`src/ddc_pkg.sv`:
```
// ddc_pkg: shared constants for the dual converter control link and both ends
// assumes: one system clock domain on each end, link pins pass a two-stage synchroniser in the device
`default_nettype none
package ddc_pkg;
  // ****************************************************************
  // frame layout
  // ****************************************************************
  localparam int FRAME_BITS = 24;
  localparam int CMD_HI = 21;
  localparam int CMD_LO = 19;
  localparam int ADDR_HI = 18;
  localparam int ADDR_LO = 16;
  localparam int PDM_HI = 5;
  localparam int PDM_LO = 4;
  localparam int SEL_B = 1;
  localparam int SEL_A = 0;
  localparam int RST_MODE_BIT = 0;
  localparam logic [4:0] CNT_LAST = 5'h17;
  // ****************************************************************
  // commands, addresses, modes
  // ****************************************************************
  localparam logic [2:0] OP_WRITE_IN = 3'h0;
  localparam logic [2:0] OP_UPDATE = 3'h1;
  localparam logic [2:0] OP_WRITE_ALL = 3'h2;
  localparam logic [2:0] OP_WRITE_UPD = 3'h3;
  localparam logic [2:0] OP_POWER = 3'h4;
  localparam logic [2:0] OP_RESET = 3'h5;
  localparam logic [2:0] OP_LOAD_SEL = 3'h6;
  localparam logic [2:0] ADDR_A = 3'h0;
  localparam logic [2:0] ADDR_B = 3'h1;
  localparam logic [2:0] ADDR_ALL = 3'h7;
  localparam logic [1:0] PD_NORMAL = 2'h0;
  localparam logic [1:0] PD_1K = 2'h1;
  localparam logic [1:0] PD_100K = 2'h2;
  localparam logic [1:0] PD_TRI = 2'h3;
  // ****************************************************************
  // host register map (word index on the host command port)
  // ****************************************************************
  localparam logic [1:0] HREG_FRAME_LO = 2'h0;
  localparam logic [1:0] HREG_FRAME_HI = 2'h1;
  localparam logic [1:0] HREG_CTRL = 2'h2;
  localparam logic [1:0] HREG_STATUS = 2'h3;
  localparam int CTRL_LOAD_BIT = 0;
  localparam int DIV_HALF = 4;
  // ****************************************************************
  // timing
  // ****************************************************************
  localparam int CLK_PERIOD_NS = 8;
  localparam int WAKE_TIME_NS = 4000;
  localparam int WAKE_CYCLES = (WAKE_TIME_NS + CLK_PERIOD_NS - 1) / CLK_PERIOD_NS;
  localparam int SYNC_IDLE_CYCLES = 4;
endpackage : ddc_pkg
`default_nettype wire

```
`src/ddc_link_if.sv`:
```
// ddc_link_if: three-wire write-only link plus the active-low load pin
// assumes: host drives every wire, device only listens
`default_nettype none
interface ddc_link_if;
  logic sclk;
  logic frameSyncN;
  logic din;
  logic loadStrobeN;
  modport host (output sclk, output frameSyncN, output din, output loadStrobeN);
  modport dev (input sclk, input frameSyncN, input din, input loadStrobeN);
endinterface : ddc_link_if
`default_nettype wire

```
`src/ddc_device.sv`:
```
// ddc_device: converter-side control: frame receiver, input/converter registers,
// power-down modes and load override
// assumes: link pins come from another domain and are synchronised here
`default_nettype none
module ddc_device (
  input wire logic sys_clk,
  input wire logic rst_n,
  ddc_link_if.dev link,
  output logic [15:0] convA,
  output logic [15:0] convB,
  output logic [1:0] pdModeA,
  output logic [1:0] pdModeB,
  output logic [1:0] loadOverride,
  output logic [1:0] pending
);
  import ddc_pkg::*;

  // ****************************************************************
  // pin synchronisers
  // ****************************************************************
  logic [3:0] meta_q;
  logic [3:0] sync_q;
  logic sclkPrev_q;
  always_ff @(posedge sys_clk or negedge rst_n) begin
    if (!rst_n) begin
      meta_q <= 4'hF;
      sync_q <= 4'hF;
      sclkPrev_q <= 1'b1;
    end else begin
      meta_q <= {link.sclk, link.frameSyncN, link.din, link.loadStrobeN};
      sync_q <= meta_q;
      sclkPrev_q <= sync_q[3];
    end
  end
  wire sclkS = sync_q[3];
  wire syncN = sync_q[2];
  wire dinS = sync_q[1];
  wire loadN = sync_q[0];
  wire sclkFall = sclkPrev_q & ~sclkS;

  // ****************************************************************
  // frame receiver
  // ****************************************************************
  logic [23:0] shift_q;
  logic [4:0] cnt_q;
  logic done_q;
  logic frameOk;
  wire shiftEn = ~syncN & ~done_q & sclkFall;
  assign frameOk = shiftEn && (cnt_q == CNT_LAST);
  always_ff @(posedge sys_clk or negedge rst_n) begin
    if (!rst_n) begin
      shift_q <= 24'h000000;
      cnt_q <= 5'h00;
      done_q <= 1'b0;
    end else if (syncN) begin
      shift_q <= 24'h000000;
      cnt_q <= 5'h00;
      done_q <= 1'b0;
    end else if (shiftEn) begin
      shift_q <= {shift_q[22:0], dinS};
      cnt_q <= frameOk ? 5'h00 : cnt_q + 5'h01;
      done_q <= frameOk; // extra edges ignored until sync rises
    end
  end
  wire [23:0] frame = {shift_q[22:0], dinS};
  wire [2:0] op = frame[CMD_HI:CMD_LO];
  wire [2:0] chAddr = frame[ADDR_HI:ADDR_LO];
  wire [15:0] word = frame[15:0];
  wire addrOk = (chAddr == ADDR_A) | (chAddr == ADDR_B) | (chAddr == ADDR_ALL);
  wire [1:0] hit = {(chAddr == ADDR_B) | (chAddr == ADDR_ALL),
                    (chAddr == ADDR_A) | (chAddr == ADDR_ALL)};
  wire dataOp = (op == OP_WRITE_IN) | (op == OP_UPDATE) | (op == OP_WRITE_ALL)
                | (op == OP_WRITE_UPD);
  wire dataGo = frameOk & dataOp & addrOk;
  wire writeIn = dataGo & (op != OP_UPDATE);
  wire powerGo = frameOk & (op == OP_POWER);
  wire resetGo = frameOk & (op == OP_RESET);
  wire fullReset = resetGo & frame[RST_MODE_BIT];
  wire loadSelGo = frameOk & (op == OP_LOAD_SEL);

  // ****************************************************************
  // per-channel registers
  // ****************************************************************
  logic [15:0] inReg_q [2];
  logic [15:0] conv_q [2];
  logic [1:0] pd_q [2];
  logic [1:0] pend_q;
  logic [1:0] ovr_q;
  wire [1:0] selBits = {frame[SEL_B], frame[SEL_A]};

  genvar ch;
  generate
    for (ch = 0; ch < 2; ch++) begin : g_ch
      wire wr = writeIn & hit[ch];
      wire pinLow = ~loadN | ovr_q[ch];
      wire upCmd = dataGo & (((op == OP_UPDATE) | (op == OP_WRITE_UPD)) & hit[ch]
                   | (op == OP_WRITE_ALL));
      wire upReq = upCmd | pinLow;
      wire pendNow = pend_q[ch] | wr;
      wire upd = upReq & pendNow;
      wire [15:0] src = wr ? word : inReg_q[ch];
      always_ff @(posedge sys_clk or negedge rst_n) begin
        if (!rst_n) begin
          inReg_q[ch] <= 16'h0000;
          conv_q[ch] <= 16'h0000;
          pd_q[ch] <= PD_NORMAL;
          pend_q[ch] <= 1'b0;
          ovr_q[ch] <= 1'b0;
        end else if (resetGo) begin
          inReg_q[ch] <= 16'h0000;
          conv_q[ch] <= 16'h0000;
          pend_q[ch] <= 1'b0;
          if (fullReset) begin
            pd_q[ch] <= PD_NORMAL;
            ovr_q[ch] <= 1'b0;
          end
        end else begin
          if (wr) begin
            inReg_q[ch] <= word;
          end
          if (upd) begin
            conv_q[ch] <= src;
          end
          pend_q[ch] <= pendNow & ~upd;
          if (powerGo && selBits[ch]) begin
            pd_q[ch] <= frame[PDM_HI:PDM_LO];
          end
          if (loadSelGo) begin
            ovr_q[ch] <= frame[ch];
          end
        end
      end
    end
  endgenerate

  // ****************************************************************
  // outputs
  // ****************************************************************
  assign convA = conv_q[0];
  assign convB = conv_q[1];
  assign pdModeA = pd_q[0];
  assign pdModeB = pd_q[1];
  assign loadOverride = ovr_q;
  assign pending = pend_q;
endmodule : ddc_device
`default_nettype wire

```
`src/flat_wrapper.sv`:
```
// flat-port wrapper written by rule: the top's interface ports become plain ports
module ddc_device_flat import ddc_pkg::*;
  (sys_clk, rst_n, convA, convB, pdModeA, pdModeB, loadOverride, pending, link_sclk, link_frameSyncN, link_din, link_loadStrobeN);
  ddc_link_if link_i ();
  input wire logic sys_clk;
  input wire logic rst_n;
  output logic [15:0] convA;
  output logic [15:0] convB;
  output logic [1:0] pdModeA;
  output logic [1:0] pdModeB;
  output logic [1:0] loadOverride;
  output logic [1:0] pending;
  input wire logic [$bits(link_i.sclk)-1:0] link_sclk;
  input wire logic [$bits(link_i.frameSyncN)-1:0] link_frameSyncN;
  input wire logic [$bits(link_i.din)-1:0] link_din;
  input wire logic [$bits(link_i.loadStrobeN)-1:0] link_loadStrobeN;
  assign link_i.sclk = link_sclk;
  assign link_i.frameSyncN = link_frameSyncN;
  assign link_i.din = link_din;
  assign link_i.loadStrobeN = link_loadStrobeN;
  ddc_device u_core (.sys_clk(sys_clk), .rst_n(rst_n), .link(link_i), .convA(convA), .convB(convB), .pdModeA(pdModeA), .pdModeB(pdModeB), .loadOverride(loadOverride), .pending(pending));
endmodule
```
`config.mk`:
```
export PLATFORM = sky130hd
export DESIGN_NAME = ddc_device_flat
export DESIGN_NICKNAME = d
export VERILOG_FILES = /design/src/ddc_pkg.sv /design/src/ddc_link_if.sv /design/src/ddc_device.sv /design/src/flat_wrapper.sv
export SDC_FILE = /design/constraint.sdc
export NUM_CORES = 1
export LEC_CHECK = 0
export BUFFER_PORTS_ARGS = -buffer_cell sky130_fd_sc_hd__buf_2
export CAP_MARGIN = 30
export CORE_UTILIZATION = 63
export CTS_CLUSTER_SIZE = 20
export DETAILED_ROUTE_END_ITERATION = 16
export PLACE_DENSITY = 0.81
export SKIP_CTS_REPAIR_TIMING = 1
export SYNTH_ARGS = -nofsm -noshare
export SYNTH_HDL_FRONTEND = slang
export SYNTH_SLANG_ARGS = --single-unit
```
`constraint.sdc`:
```
create_clock -name sys_clk -period 6.6 [get_ports sys_clk]
set_input_delay 0 -clock sys_clk [delete_from_list [all_inputs] [get_ports sys_clk]]
set_output_delay 0 -clock sys_clk [all_outputs]
set_load 0.1 [all_outputs]
```
# Word level (Yosys, flattened, before mapping)
# Index checks and enable logic that the tools add are counted.
# totals
regBits	108
in_bits	6
out_inout_bits	40
elab_cells	111
# classes
n_addsub	1
n_eq_ne	11
muxes	27
bitwise	42
n_reduce_logical	14
# ops
operator	n
16-bit two-way mux	8
21-bit two-way mux	2
1-bit bitwise AND	20
1-bit OR	16
5-bit two-way mux	3
3-bit equality test (second input constant)	4
2-bit nonzero test	6
2-bit two-way mux	5
1-bit two-way mux	9
3-bit by 1-bit equality test with 1-bit output (second input constant)	2
3-bit by 2-bit equality test with 1-bit output (second input constant)	2
3-bit zero test	2
1-bit NOT	6
2-bit AND reduction	3
5-bit by 1-bit adder with 5-bit output (second input constant)	1
5-bit equality test (second input constant)	1
1-bit logical AND	3
3-bit by 1-bit != test with 1-bit output (second input constant)	1
2-bit != test (second input constant)	1

# Longest topological paths before layout
# Gate-level depths: netlist of the first run.
# logic_depth
depth_word	13
depth_mapped	9

# Worst setup path after synthesis of the first run
# No wires, ideal clock.
# synth_timing
path_kind	register to register
startpoint	register u_core.ovr_q[1] (netlist: u_core.loadOverride[1])
endpoint	register u_core.conv_q, in the netlist u_core.convB[10]
setup_time_ps	127
arrival_time_ps	2170
slack_ps	4304
stages_incl_launch_ff	7
path_buffers	1
path_cell_list	dfrtp_1 -> nand2b_1 -> a311oi_1 -> a31o_2 -> clkbuf_1 -> and4b_1 -> a221o_1
# synth_via
elab_chain_len	4
# synth_rtl
element	line_no	text
from (decl)	ddc_device.sv:88	logic [1:0] ovr_q;
from (signal, indexed assignment)	ddc_device.sv:129	ovr_q[ch] <= frame[ch];
1-bit OR	ddc_device.sv:95	wire pinLow = ~loadN | ovr_q[ch];
1-bit OR	ddc_device.sv:98	wire upReq = upCmd | pinLow;
1-bit bitwise AND	ddc_device.sv:100	wire upd = upReq & pendNow;
2-bit nonzero test (no source line)	n/a	
to (signal, indexed assignment)	ddc_device.sv:122	conv_q[ch] <= src;
to (decl)	ddc_device.sv:85	logic [15:0] conv_q [2];
# Every way passes these cells.
# A chain may end at the register's enable or synchronous reset.

# Worst setup path after layout of the first run
# layout_timing
startpoint	register u_core.sclkPrev_q
endpoint	register u_core.conv_q, in the netlist u_core.convB[7]
# layout_via
elab_chain_len	10
# layout_rtl
element	line_no	text
from (decl)	ddc_device.sv:23	logic sclkPrev_q;
from (signal assigned)	ddc_device.sv:32	sclkPrev_q <= sync_q[3];
1-bit bitwise AND *	ddc_device.sv:39	wire sclkFall = sclkPrev_q & ~sclkS;
1-bit bitwise AND *	ddc_device.sv:48	wire shiftEn = ~syncN & ~done_q & sclkFall;
1-bit logical AND *	ddc_device.sv:49	assign frameOk = shiftEn && (cnt_q == CNT_LAST);
1-bit bitwise AND (2 in series)	ddc_device.sv:74	wire dataGo = frameOk & dataOp & addrOk;
1-bit bitwise AND	ddc_device.sv:75	wire writeIn = dataGo & (op != OP_UPDATE);
1-bit bitwise AND	ddc_device.sv:94	wire wr = writeIn & hit[ch];
16-bit two-way mux / 1-bit OR (equally long branches)	ddc_device.sv:101, ddc_device.sv:99	
16-bit two-way mux / 1-bit bitwise AND (equally long branches)	ddc_device.sv:121, ddc_device.sv:100	
16-bit two-way mux / 2-bit nonzero test (equally long branches)	n/a	
# Every way passes the cells marked *; elsewhere a longest branch is shown, timed or not. The select of a mux whose other input is x is not followed.

==> results.py, run 1 <==
metrics = {
    "yosys": {
        "netlist_area_um2": 4910,
        "yosys_warnings": 0,
        "synth.distinct_cells": 49,
        "synth_xor_area_frac": 0.00356,
        "yosys.area_share.simple": 0.162,
        "synth_edf_count": 0,
        "synth_fa_ha_area_frac": 0.00255,
        "netlist_instances": 483,
        "synth_seq_cells": 108,
        "yosys_most_used_dff": "dfrtp_1",
        "synth.area.mux_share": 0.00458,
        "ys_async_sr_fraction": 1.00,
        "seq_area_frac_synth": 0.552,
        "synth_top_family_by_area": "compound AO/OA/AOI/OAI gates",
        "syn_area_per_cell_um2": 10.2,
        "synth_compound_area_frac": 0.231,
        "syn-num-nets": 490,
    },
    "critical_path": {
        "critPathSlowestCell": "nand4_1",
        "critical_path_required_ps": 6850,
        "crit_chain": "nor4b_4, buf_4, nand4_1, o31a_1, and4b_1, a221o_1",
        "timing.critical_path.fanout_max": 51,
        "cpLargestDelayFamily": "simple AND/OR/NAND/NOR gates",
        "critPathCaptureType": "flop",
        "arrival_ps": 3570,
        "critPathLaunchType": "flop",
        "path_buf_inv": 1,
        "slowest_delay_ps": 800,
        "worstSetupPathType": "reg -> reg",
    },
    "global_routing": {
        "grt_pass1_vias": 3658,
        "antenna_found_initial": 0,
        "grt_pass1_wl_mm": 18.3,
        "overflow": 0,
        "grt_max_degree": 72,
        "grtUsageTotal": 0.284,
    },
    "run_status": {
        "outcome": "complete, no violations",
    },
    "clock_tree": {
        "cts_tree": "done",
        "ctsHtreeMaxLevel": 3,
        "clock-sinks": 108,
        "cts-root-buf": "clkbuf_8",
        "clock_latency_ps": 360,
        "cts_buffers": 9,
        "cts_buffer_depth": 2,
        "clkTransAtPathRegs_ps": 100,
    },
    "finish": {
        "num_antenna_cells": 0,
        "nNetsFinal": 515,
        "drive_above_1_share": 0.177,
        "area.growth.synth_to_final_pct": 10.3,
    },
    "die": {
        "dieArea_um2": 8160,
        "die_h_um": 90.3,
        "die_w_um": 90.3,
        "rows": 31,
        "core_area_um2": 7410,
        "ios": 46,
        "start_util": 0.663,
    },
    "drt": {
        "ant_nets": 0,
        "post_drt_via_cell_ratio": 6.31,
        "first_pass_iters": 7,
        "routed_wirelength_mm": 10.7,
        "drt-initial-drc-count": 399,
        "avgRoutedWirePerCell_um": 17.6,
        "drc_errors": 0,
        "vias": 3861,
    },
    "sta": {
        "worst_pin_slew_ps": 997,
        "fin_setup_tns_ps": 0,
        "rsz0062_at_grt": "false",
        "setup_viol": 0,
        "maxSlewHeadroom": 0.335,
        "hold_viol_final": 0,
        "maxSlewViolCount": 0,
        "timing.hold.ws_ps": 121,
        "period_minus_slack_ps": 3320,
        "post-route-period-util": 0.503,
        "skew_ps": 8.32,
        "fmax_ghz": 0.301,
    },
    "power": {
        "ir_worst_vdd_mv": 0.170,
        "p_per_area_nw_per_um2": 203,
        "power_leakage_uw": 0.00248,
    },
    "place": {
        "place_congestion": 0.891,
        "dpl.hpwl_mm": 6.94,
        "port_buffers": 45,
    },
    "worst_hold_path": {
        "min_path_type": "in -> async",
    },
    "flow_run": {
        "cap_viol_max_count": 0,
    },
}
==> power breakdown <==
part           internal, uW  switching [uW]
registers               668            5.47
clock network           163             229
logic                  10.2            27.3
==> sequential cells by signal, summed over array words and instances, names as in the netlist <==
name / count
u_core.convA: 16
u_core.pdModeA: 2
u_core.pending: 2
u_core.done_q: 1
u_core.pdModeB: 2
u_core.shift_q: 21
u_core.sync_q: 4
u_core.meta_q: 4
u_core.convB: 16
u_core.inReg_q: 32
u_core.sclkPrev_q: 1
u_core.loadOverride: 2
u_core.cnt_q: 5
==> cells in the final DEF, fill, tap and decap left out, drive strengths merged, types with 2 or more instances in the layout <==
cell type,Yosys,final
nand2b,2,2
o31ai,4,4
o22ai,2,2
nand4,2,2
dfrtp,99,99
nand2,83,83
dfstp,9,9
o21ai,43,43
a21o,16,16
a31o,3,3
and3,2,2
dlygate4sd3,0,5
clkinv,0,2
nor3,19,19
a21oi,18,18
nor2,12,12
a221o,15,15
clkbuf,39,10
buf,5,53
a211oi,17,17
o2bb2ai,2,2
o211a,2,2
mux2,2,2
inv,8,11
a22o,15,15
and4b,16,16
nand3,7,7
a31oi,18,18
nor2b,7,7
==> per-layer routing <==
layer / routed length, um / share of wire / global-route usage
met2: 4950 / 0.46 / 0.436
met5: 0 / 0 / 0
met1: 5040 / 0.47 / 0.426
met3: 628 / 0.058 / 0.0354
met4: 129 / 0.012 / 0.0914
==> stage by stage <==
step	util	total power, uW	cell area [um^2]	instances	setup slack [ps]
global placement	0.690	720	5110	587	3420
floorplan	-	702	4910	483	4300
detailed placement	0.699	722	5180	591	3320
global route	0.732	1140	5420	612	3010
finish	0.732	1100	5420	612	3280
CTS	0.725	1110	5370	607	3320
==> area by class of cell <==
class                   instances  area (um^2)
flip-flops and latches        108         2710
multi-input cells             323         1990
fillers                       526         1990
repair buffers                 58          373
clock buffers                  10          149
well taps                      99          124
clock inverters                 6         43.8
inverters                       8         30.0
==> logic make-up after synthesis <==
| group | Yosys count |
|---|---|
| simple gates | 155 |
| xor+xnor | 2 |
| mux | 2 |
| buf+inv | 52 |
| fa+ha+maj | 1 |
| compound gates | 163 |
| flops | 108 |
==> final timing paths <==
path                                endpoint         startpoint  slack, ps  depth (start not counted)
max                          u_core.convB[7]  u_core.sclkPrev_q       3280                          6
min                        u_core.pending[0]              rst_n        120                          2
max reg2reg                  u_core.convB[7]  u_core.sclkPrev_q       3280                          6
min reg2reg                 u_core.sync_q[1]   u_core.meta_q[1]        360                          0
max in group asynchronous   u_core.convB[10]              rst_n       5240                          3
min in group sys_clk        u_core.meta_q[3]          link_sclk        270                          2
==> synthesized netlist by cell type, types with 2 or more instances <==
cell       instances  area (um^2)
mux2_2             2         22.5
dfrtp_1           99         2480
and4b_1           16          160
o21ai_0           42          210
buf_2              3         15.0
o31ai_1            4         30.0
nand3_1            7         35.0
dfstp_2            9          236
nand2_1           83          312
a31oi_1           18          113
nor3_2             2         20.0
clkbuf_2           2         10.0
a211oi_1          16          120
and3_1             2         12.5
clkbuf_1          37          139
a22o_1            15          131
a221o_1           15          150
nor2b_1            7         43.8
nand4_1            2         12.5
nor3_1            17         85.1
inv_1              8         30.0
buf_6              2         22.5
nand2b_1           2         12.5
a21o_1            16          120
a21oi_1           18         90.1
a31o_2             3         26.3
o2bb2ai_1          2         17.5
nor2_1            12         45.0
o22ai_1            2         12.5
No activity file was read; power rests on OpenSTA's default activity.
==> run 2, diff against run 1 <==
ABC_AREA = 1   (was not set)
CORE_UTILIZATION = 53   (was 63)
PLACE_DENSITY = 0.72   (was 0.81)
clock period = 3.03 ns   (was 6.6 ns; I/O delays follow)
==> run 2 against run 1 <==
Against the previous run: clock power grew 120%; critical endpoint is now u_core.convA[6]; via count decreased by 8.7%; global-route usage is 6.5 points lower; combinational power is 110% higher; cell area shrank 2.2%; wire length down 12%; hold slack gained 38 ps; highest routed layer unchanged; die area rose by 15%.
==> results.py, run 2 <==
metrics = {
    "critical_path": {
        "crit_start": "u_core.cnt_q[0]",
        "critPathCaptureType": "flop",
        "worstReg2RegEnd": "u_core.convA[6]",
        "arrival_ps": 2550,
        "r2r_start": "u_core.cnt_q[0]",
        "worstSetupPathType": "reg -> reg",
        "critPathLaunchType": "flop",
        "timing.critical_path.fanout_max": 36,
        "rrSetupSlack_ps": 780,
        "reg2regPathDepth": 11,
        "critical_path_required_ps": 3330,
    },
    "sta": {
        "worst_pin_slew_ps": 795,
        "skew_ps": 10.1,
        "rsz0062_at_grt": "false",
        "post-route-period-util": 0.742,
        "setup_ws_ps": 783,
        "setup_viol": 0,
        "maxSlewViolCount": 0,
        "fin_setup_tns_ps": 0,
        "maxSlewHeadroom": 0.469,
        "fmax_ghz": 0.445,
        "hold_viol_final": 0,
        "timing.hold.ws_ps": 158,
        "period_minus_slack_ps": 2250,
    },
    "power": {
        "ir_worst_vdd_mv": 0.209,
        "power_leakage_uw": 0.00285,
        "p_per_area_nw_per_um2": 454,
    },
    "finish": {
        "nNetsFinal": 557,
        "drive_above_1_share": 0.250,
        "fillers": 710,
        "design_area_um2": 5300,
        "num_antenna_cells": 0,
        "area.growth.synth_to_final_pct": 10.7,
        "layout_common_cells": "127 x nand2_1, 99 x dfrtp_1, 44 x buf_2",
        "regMostFlops": "u_core.inReg_q",
        "mostFrequentLayoutCell": "nand2_1",
        "largest_reg_flops": 32,
        "reg_top3": "u_core.inReg_q x32, u_core.shift_q x21",
    },
    "clock_tree": {
        "cts_tree": "done",
        "cts-root-buf": "clkbuf_8",
        "clkTransAtPathRegs_ps": 90,
        "cts_buffer_depth": 2,
        "ctsHtreeMaxLevel": 3,
        "cts_buffers": 9,
        "clock-sinks": 108,
        "clock_latency_ps": 360,
    },
    "yosys": {
        "netlist_instances": 510,
        "synth_fa_ha_area_frac": 0.00261,
        "synth.area.mux_share": 0,
        "seq_area_frac_synth": 0.567,
        "netlist_area_um2": 4790,
        "synth.largest_area_cell": "dfrtp_1",
        "synth_area_leaders": "dfrtp_1 52%, nand2_1 10%, dfstp_2 4.9%",
        "yosys-top-cells-count": "128 x nand2_1, 99 x dfrtp_1, 39 x nand3_1",
        "synth_top_family_by_area": "simple AND/OR/NAND/NOR gates",
        "synth_edf_count": 0,
        "synth_top_area_frac": 0.517,
        "yosys_most_used_dff": "dfrtp_1",
        "yosysMostFrequentCell": "nand2_1",
        "synth_compound_area_frac": 0.0431,
        "syn_area_per_cell_um2": 9.39,
        "yosys.area_share.simple": 0.323,
        "syn-num-nets": 517,
        "synth.distinct_cells": 31,
        "ys_async_sr_fraction": 1.00,
        "yosys_warnings": 0,
        "synth_xor_area_frac": 0.00366,
        "synth_seq_cells": 108,
    },
    "global_routing": {
        "grt_pass1_vias": 3368,
        "grt_max_degree": 67,
        "antenna_found_initial": 0,
        "overflow": 0,
        "grtUsageTotal": 0.219,
        "grt_pass1_wl_mm": 16.7,
    },
    "drt": {
        "post_drt_via_cell_ratio": 5.32,
        "vias": 3524,
        "routed_wirelength_mm": 9.45,
        "avgRoutedWirePerCell_um": 14.3,
        "drt-initial-drc-count": 276,
        "first_pass_iters": 4,
        "drc_errors": 0,
        "ant_nets": 0,
    },
    "place": {
        "dpl.hpwl_mm": 6.19,
        "dp_slack_ps": 811,
        "place_congestion": 0.829,
        "dpl_cell_area_um2": 5060,
        "port_buffers": 45,
    },
    "die": {
        "die_h_um": 97.1,
        "core_area_um2": 8720,
        "rows": 34,
        "die_w_um": 97.1,
        "start_util": 0.549,
        "dieArea_um2": 9420,
        "ios": 46,
    },
    "run_status": {
        "outcome": "complete, no violations",
    },
    "flow_run": {
        "cap_viol_max_count": 0,
    },
    "worst_hold_path": {
        "min_path_type": "in -> async",
    },
}
run 2: critical path: stages, from the launching register on:
cell	delay [ps]
dfrtp_1	390
ha_1	260
nand2_1	70
nor2_1	170
nand2_2	120
nor2_8	400
nand3_2	120
nand2_2	110
nand2_4	140
clkinv_2	230
nand2_1	100
nand2_1	60
run 2: how the worst max path moves through the flow:
| stage | end | depth (start not counted) |
|---|---|---|
| finish | u_core.convA[6] | 11 |
| global route | u_core.convB[12] | 9 |
| CTS | u_core.convB[5] | 11 |
| detailed placement | u_core.convB[7] | 9 |
| global placement | u_core.convA[6] | 11 |
| floorplan | u_core.convB[10] | 11 |
run 2: metal layers:
| layer | up-vias | track usage | part of all wire |
|---|---|---|---|
| li1 | 1745 | - | - |
| met1 | 1695 | 0.326 | 0.49 |
| met2 | 76 | 0.328 | 0.46 |
| met3 | 8 | 0.0460 | 0.039 |
| met4 | 0 | 0.0551 | 0.011 |
| met5 | - | 0 | 0 |
run 2: per-stage QoR:
stage / utilization / total power (uW) / cells
detailed placement: 0.581 / 1580 / 642
floorplan: - / 1530 / 510
finish: 0.608 / 2410 / 663
global placement: 0.577 / 1570 / 641
CTS: 0.602 / 2430 / 658
global route: 0.608 / 2510 / 663
run 2: where the power goes:
group          leakage, uW  switching (uW)  internal, uW  total, uW
clock            0.0000974             454           404        858
sequential         0.00148            12.0          1460       1470
combinational      0.00128            54.9          23.5       78.5
run 2: layout make-up:
class                           instances  area, um^2  share of cell area
Tap cell                              108         135              0.0255
Inverter                               39         149              0.0281
Multi-Input combinational cell        338        1790               0.337
Timing Repair Buffer                   54         328              0.0618
Sequential cell                       108        2710               0.512
Clock inverter                          3        40.0             0.00755
Clock buffer                           13         149              0.0281
run 2: cell families (layout without fill, tap and decap cells):
group | Yosys count | after routing
AO/OA/AOI/OAI | 34 | 34
XOR/XNOR | 2 | 2
adder cells (fa/ha/maj) | 1 | 1
buffers and inverters | 64 | 109
flip-flops | 108 | 108
AND/OR/NAND/NOR | 301 | 301
==> run 3, diff against run 2 <==
clock period = 2 ns   (was 3.03 ns; I/O delays follow)
==> run 3 against run 2 <==
Against the previous run: clock-buffer cell count unchanged; highest routed layer unchanged; clock power increased by 46%; register-to-register slack got worse by 680 ps; sequential share of layout area decreased by 1.5 points; critical path type unchanged; critical path depth decreased by 1; sequential power increased by 52%.
==> results.py, run 3 (synthesis results as in run 2) <==
metrics = {
    "run_status": {
        "outcome": "complete, no violations",
    },
    "sta": {
        "maxSlewViolCount": 0,
        "period_minus_slack_ps": 1890,
        "skew_ps": 10.3,
        "worst_pin_slew_ps": 586,
        "maxSlewHeadroom": 0.609,
        "fmax_ghz": 0.528,
        "hold_viol_final": 0,
        "post-route-period-util": 0.947,
        "setup_ws_ps": 105,
        "setup_viol": 0,
    },
    "drt": {
        "avgRoutedWirePerCell_um": 14.1,
        "drt-initial-drc-count": 291,
        "post_drt_via_cell_ratio": 5.26,
        "routed_wirelength_mm": 9.61,
        "ant_nets": 0,
        "drc_errors": 0,
        "first_pass_iters": 5,
        "vias": 3583,
    },
    "die": {
        "die_w_um": 97.1,
        "rows": 34,
        "ios": 46,
        "core_area_um2": 8720,
        "die_h_um": 97.1,
        "dieArea_um2": 9420,
        "start_util": 0.549,
    },
    "finish": {
        "design_area_um2": 5460,
        "num_antenna_cells": 0,
        "layout_common_cells": "127 x nand2_1, 99 x dfrtp_1, 44 x buf_2",
        "multi_input_comb_area_um2": 1800,
        "regMostFlops": "u_core.inReg_q",
        "largest_reg_flops": 32,
        "regArea_um2": 2710,
        "nNetsFinal": 575,
        "mostFrequentLayoutCell": "nand2_1",
        "reg_top3": "u_core.inReg_q x32, u_core.shift_q x21",
        "area.growth.synth_to_final_pct": 14.1,
        "drive_above_1_share": 0.279,
        "fin_cells": 681,
        "fillers": 749,
    },
    "power": {
        "finalPower_uw": 3630,
        "power_leakage_uw": 0.00294,
        "ir_worst_vdd_mv": 0.374,
        "p_per_area_nw_per_um2": 664,
    },
    "global_routing": {
        "grt_pass1_vias": 3470,
        "antenna_found_initial": 0,
        "grtUsageTotal": 0.219,
        "overflow": 0,
        "grt_max_degree": 46,
        "grt_pass1_wl_mm": 16.6,
    },
    "critical_path": {
        "reg2regPathDepth": 10,
        "rrSetupSlack_ps": 110,
        "critPathCaptureType": "flop",
        "path_buf_inv": 1,
        "cpLargestDelayFamily": "simple AND/OR/NAND/NOR gates",
        "timing.critical_path.fanout_max": 5,
        "worstSetupPathType": "reg -> reg",
        "slowest_delay_ps": 390,
        "r2r_start": "u_core.cnt_q[0]",
        "worstReg2RegEnd": "u_core.convA[1]",
        "critPathLaunchType": "flop",
        "critPathSlowestCell": "dfrtp_1",
        "crit_chain": "ha_2, nand4_1, nor2_4, nand3_4, nor2_8, buf_4, nor2_1, nor2_1, nand2_1, nand2_1",
        "critical_path_required_ps": 2310,
        "arrival_ps": 2210,
    },
    "clock_tree": {
        "cts_buffer_depth": 2,
        "cts_buffers": 9,
        "cts-root-buf": "clkbuf_8",
        "clock_latency_ps": 370,
        "cts_tree": "done",
        "clock-sinks": 108,
        "clkTransAtPathRegs_ps": 100,
        "ctsHtreeMaxLevel": 3,
    },
    "place": {
        "dp_slack_ps": 46.8,
        "dpl.hpwl_mm": 6.28,
        "port_buffers": 45,
        "place_congestion": 0.857,
        "dpl_cell_area_um2": 5120,
        "placed_cells": 650,
    },
    "flow_run": {
        "cap_viol_max_count": 0,
    },
    "worst_hold_path": {
        "min_path_type": "in -> async",
    },
}
[run 3: layer usage]
| layer | GRT usage | up-vias | wire length (um) |
|---|---|---|---|
| li1 | - | 1777 | - |
| met4 | 0.0838 | 0 | 125 |
| met2 | 0.333 | 87 | 4490 |
| met1 | 0.321 | 1709 | 4620 |
| met3 | 0.0288 | 10 | 378 |
| met5 | 0 | - | 0 |
[run 3: through the flow]
step	util	hold slack (ps)	setup TNS, ps
finish	0.626	170	0
global route	0.626	220	-15.5
CTS	0.608	-365	0
detailed placement	0.587	41.4	0
global placement	0.587	33.8	0
floorplan	-	-296	0
[run 3: how the worst max path moves through the flow]
stage,start,endpoint,slack (ps),depth (start not counted)
4_1_cts,u_core.cnt_q[0],u_core.convA[14],40,11
3_3_place_gp,u_core.cnt_q[0],u_core.convB[8],100,11
5_1_grt,u_core.cnt_q[1],u_core.convA[1],-10,10
6_report,u_core.cnt_q[0],u_core.convA[1],110,10
3_5_place_dp,u_core.cnt_q[0],u_core.convB[14],50,11
2_1_floorplan,u_core.cnt_q[0],u_core.convB[10],310,11
[run 3: power breakdown]
group / internal, uW / switching [uW]
logic: 49.3 / 92.1
registers: 2210 / 17.8
clock network: 557 / 697
[run 3: worst register-to-register path, delay by kind of cell (launching register included)]
kind / cells / cell delay [ps]
DFF: 1 / 390
adders and majority gates: 1 / 230
and+or+nand+nor: 8 / 1070
buffers and inverters: 1 / 150
[run 3: final cells by class]
class	count	share of cell area
clock buffer	13	0.0309
clock inverter	3	0.00344
inverter	39	0.0286
multi-input combinational	339	0.330
sequential	108	0.497
tap	108	0.0247
timing repair buffer	71	0.0857
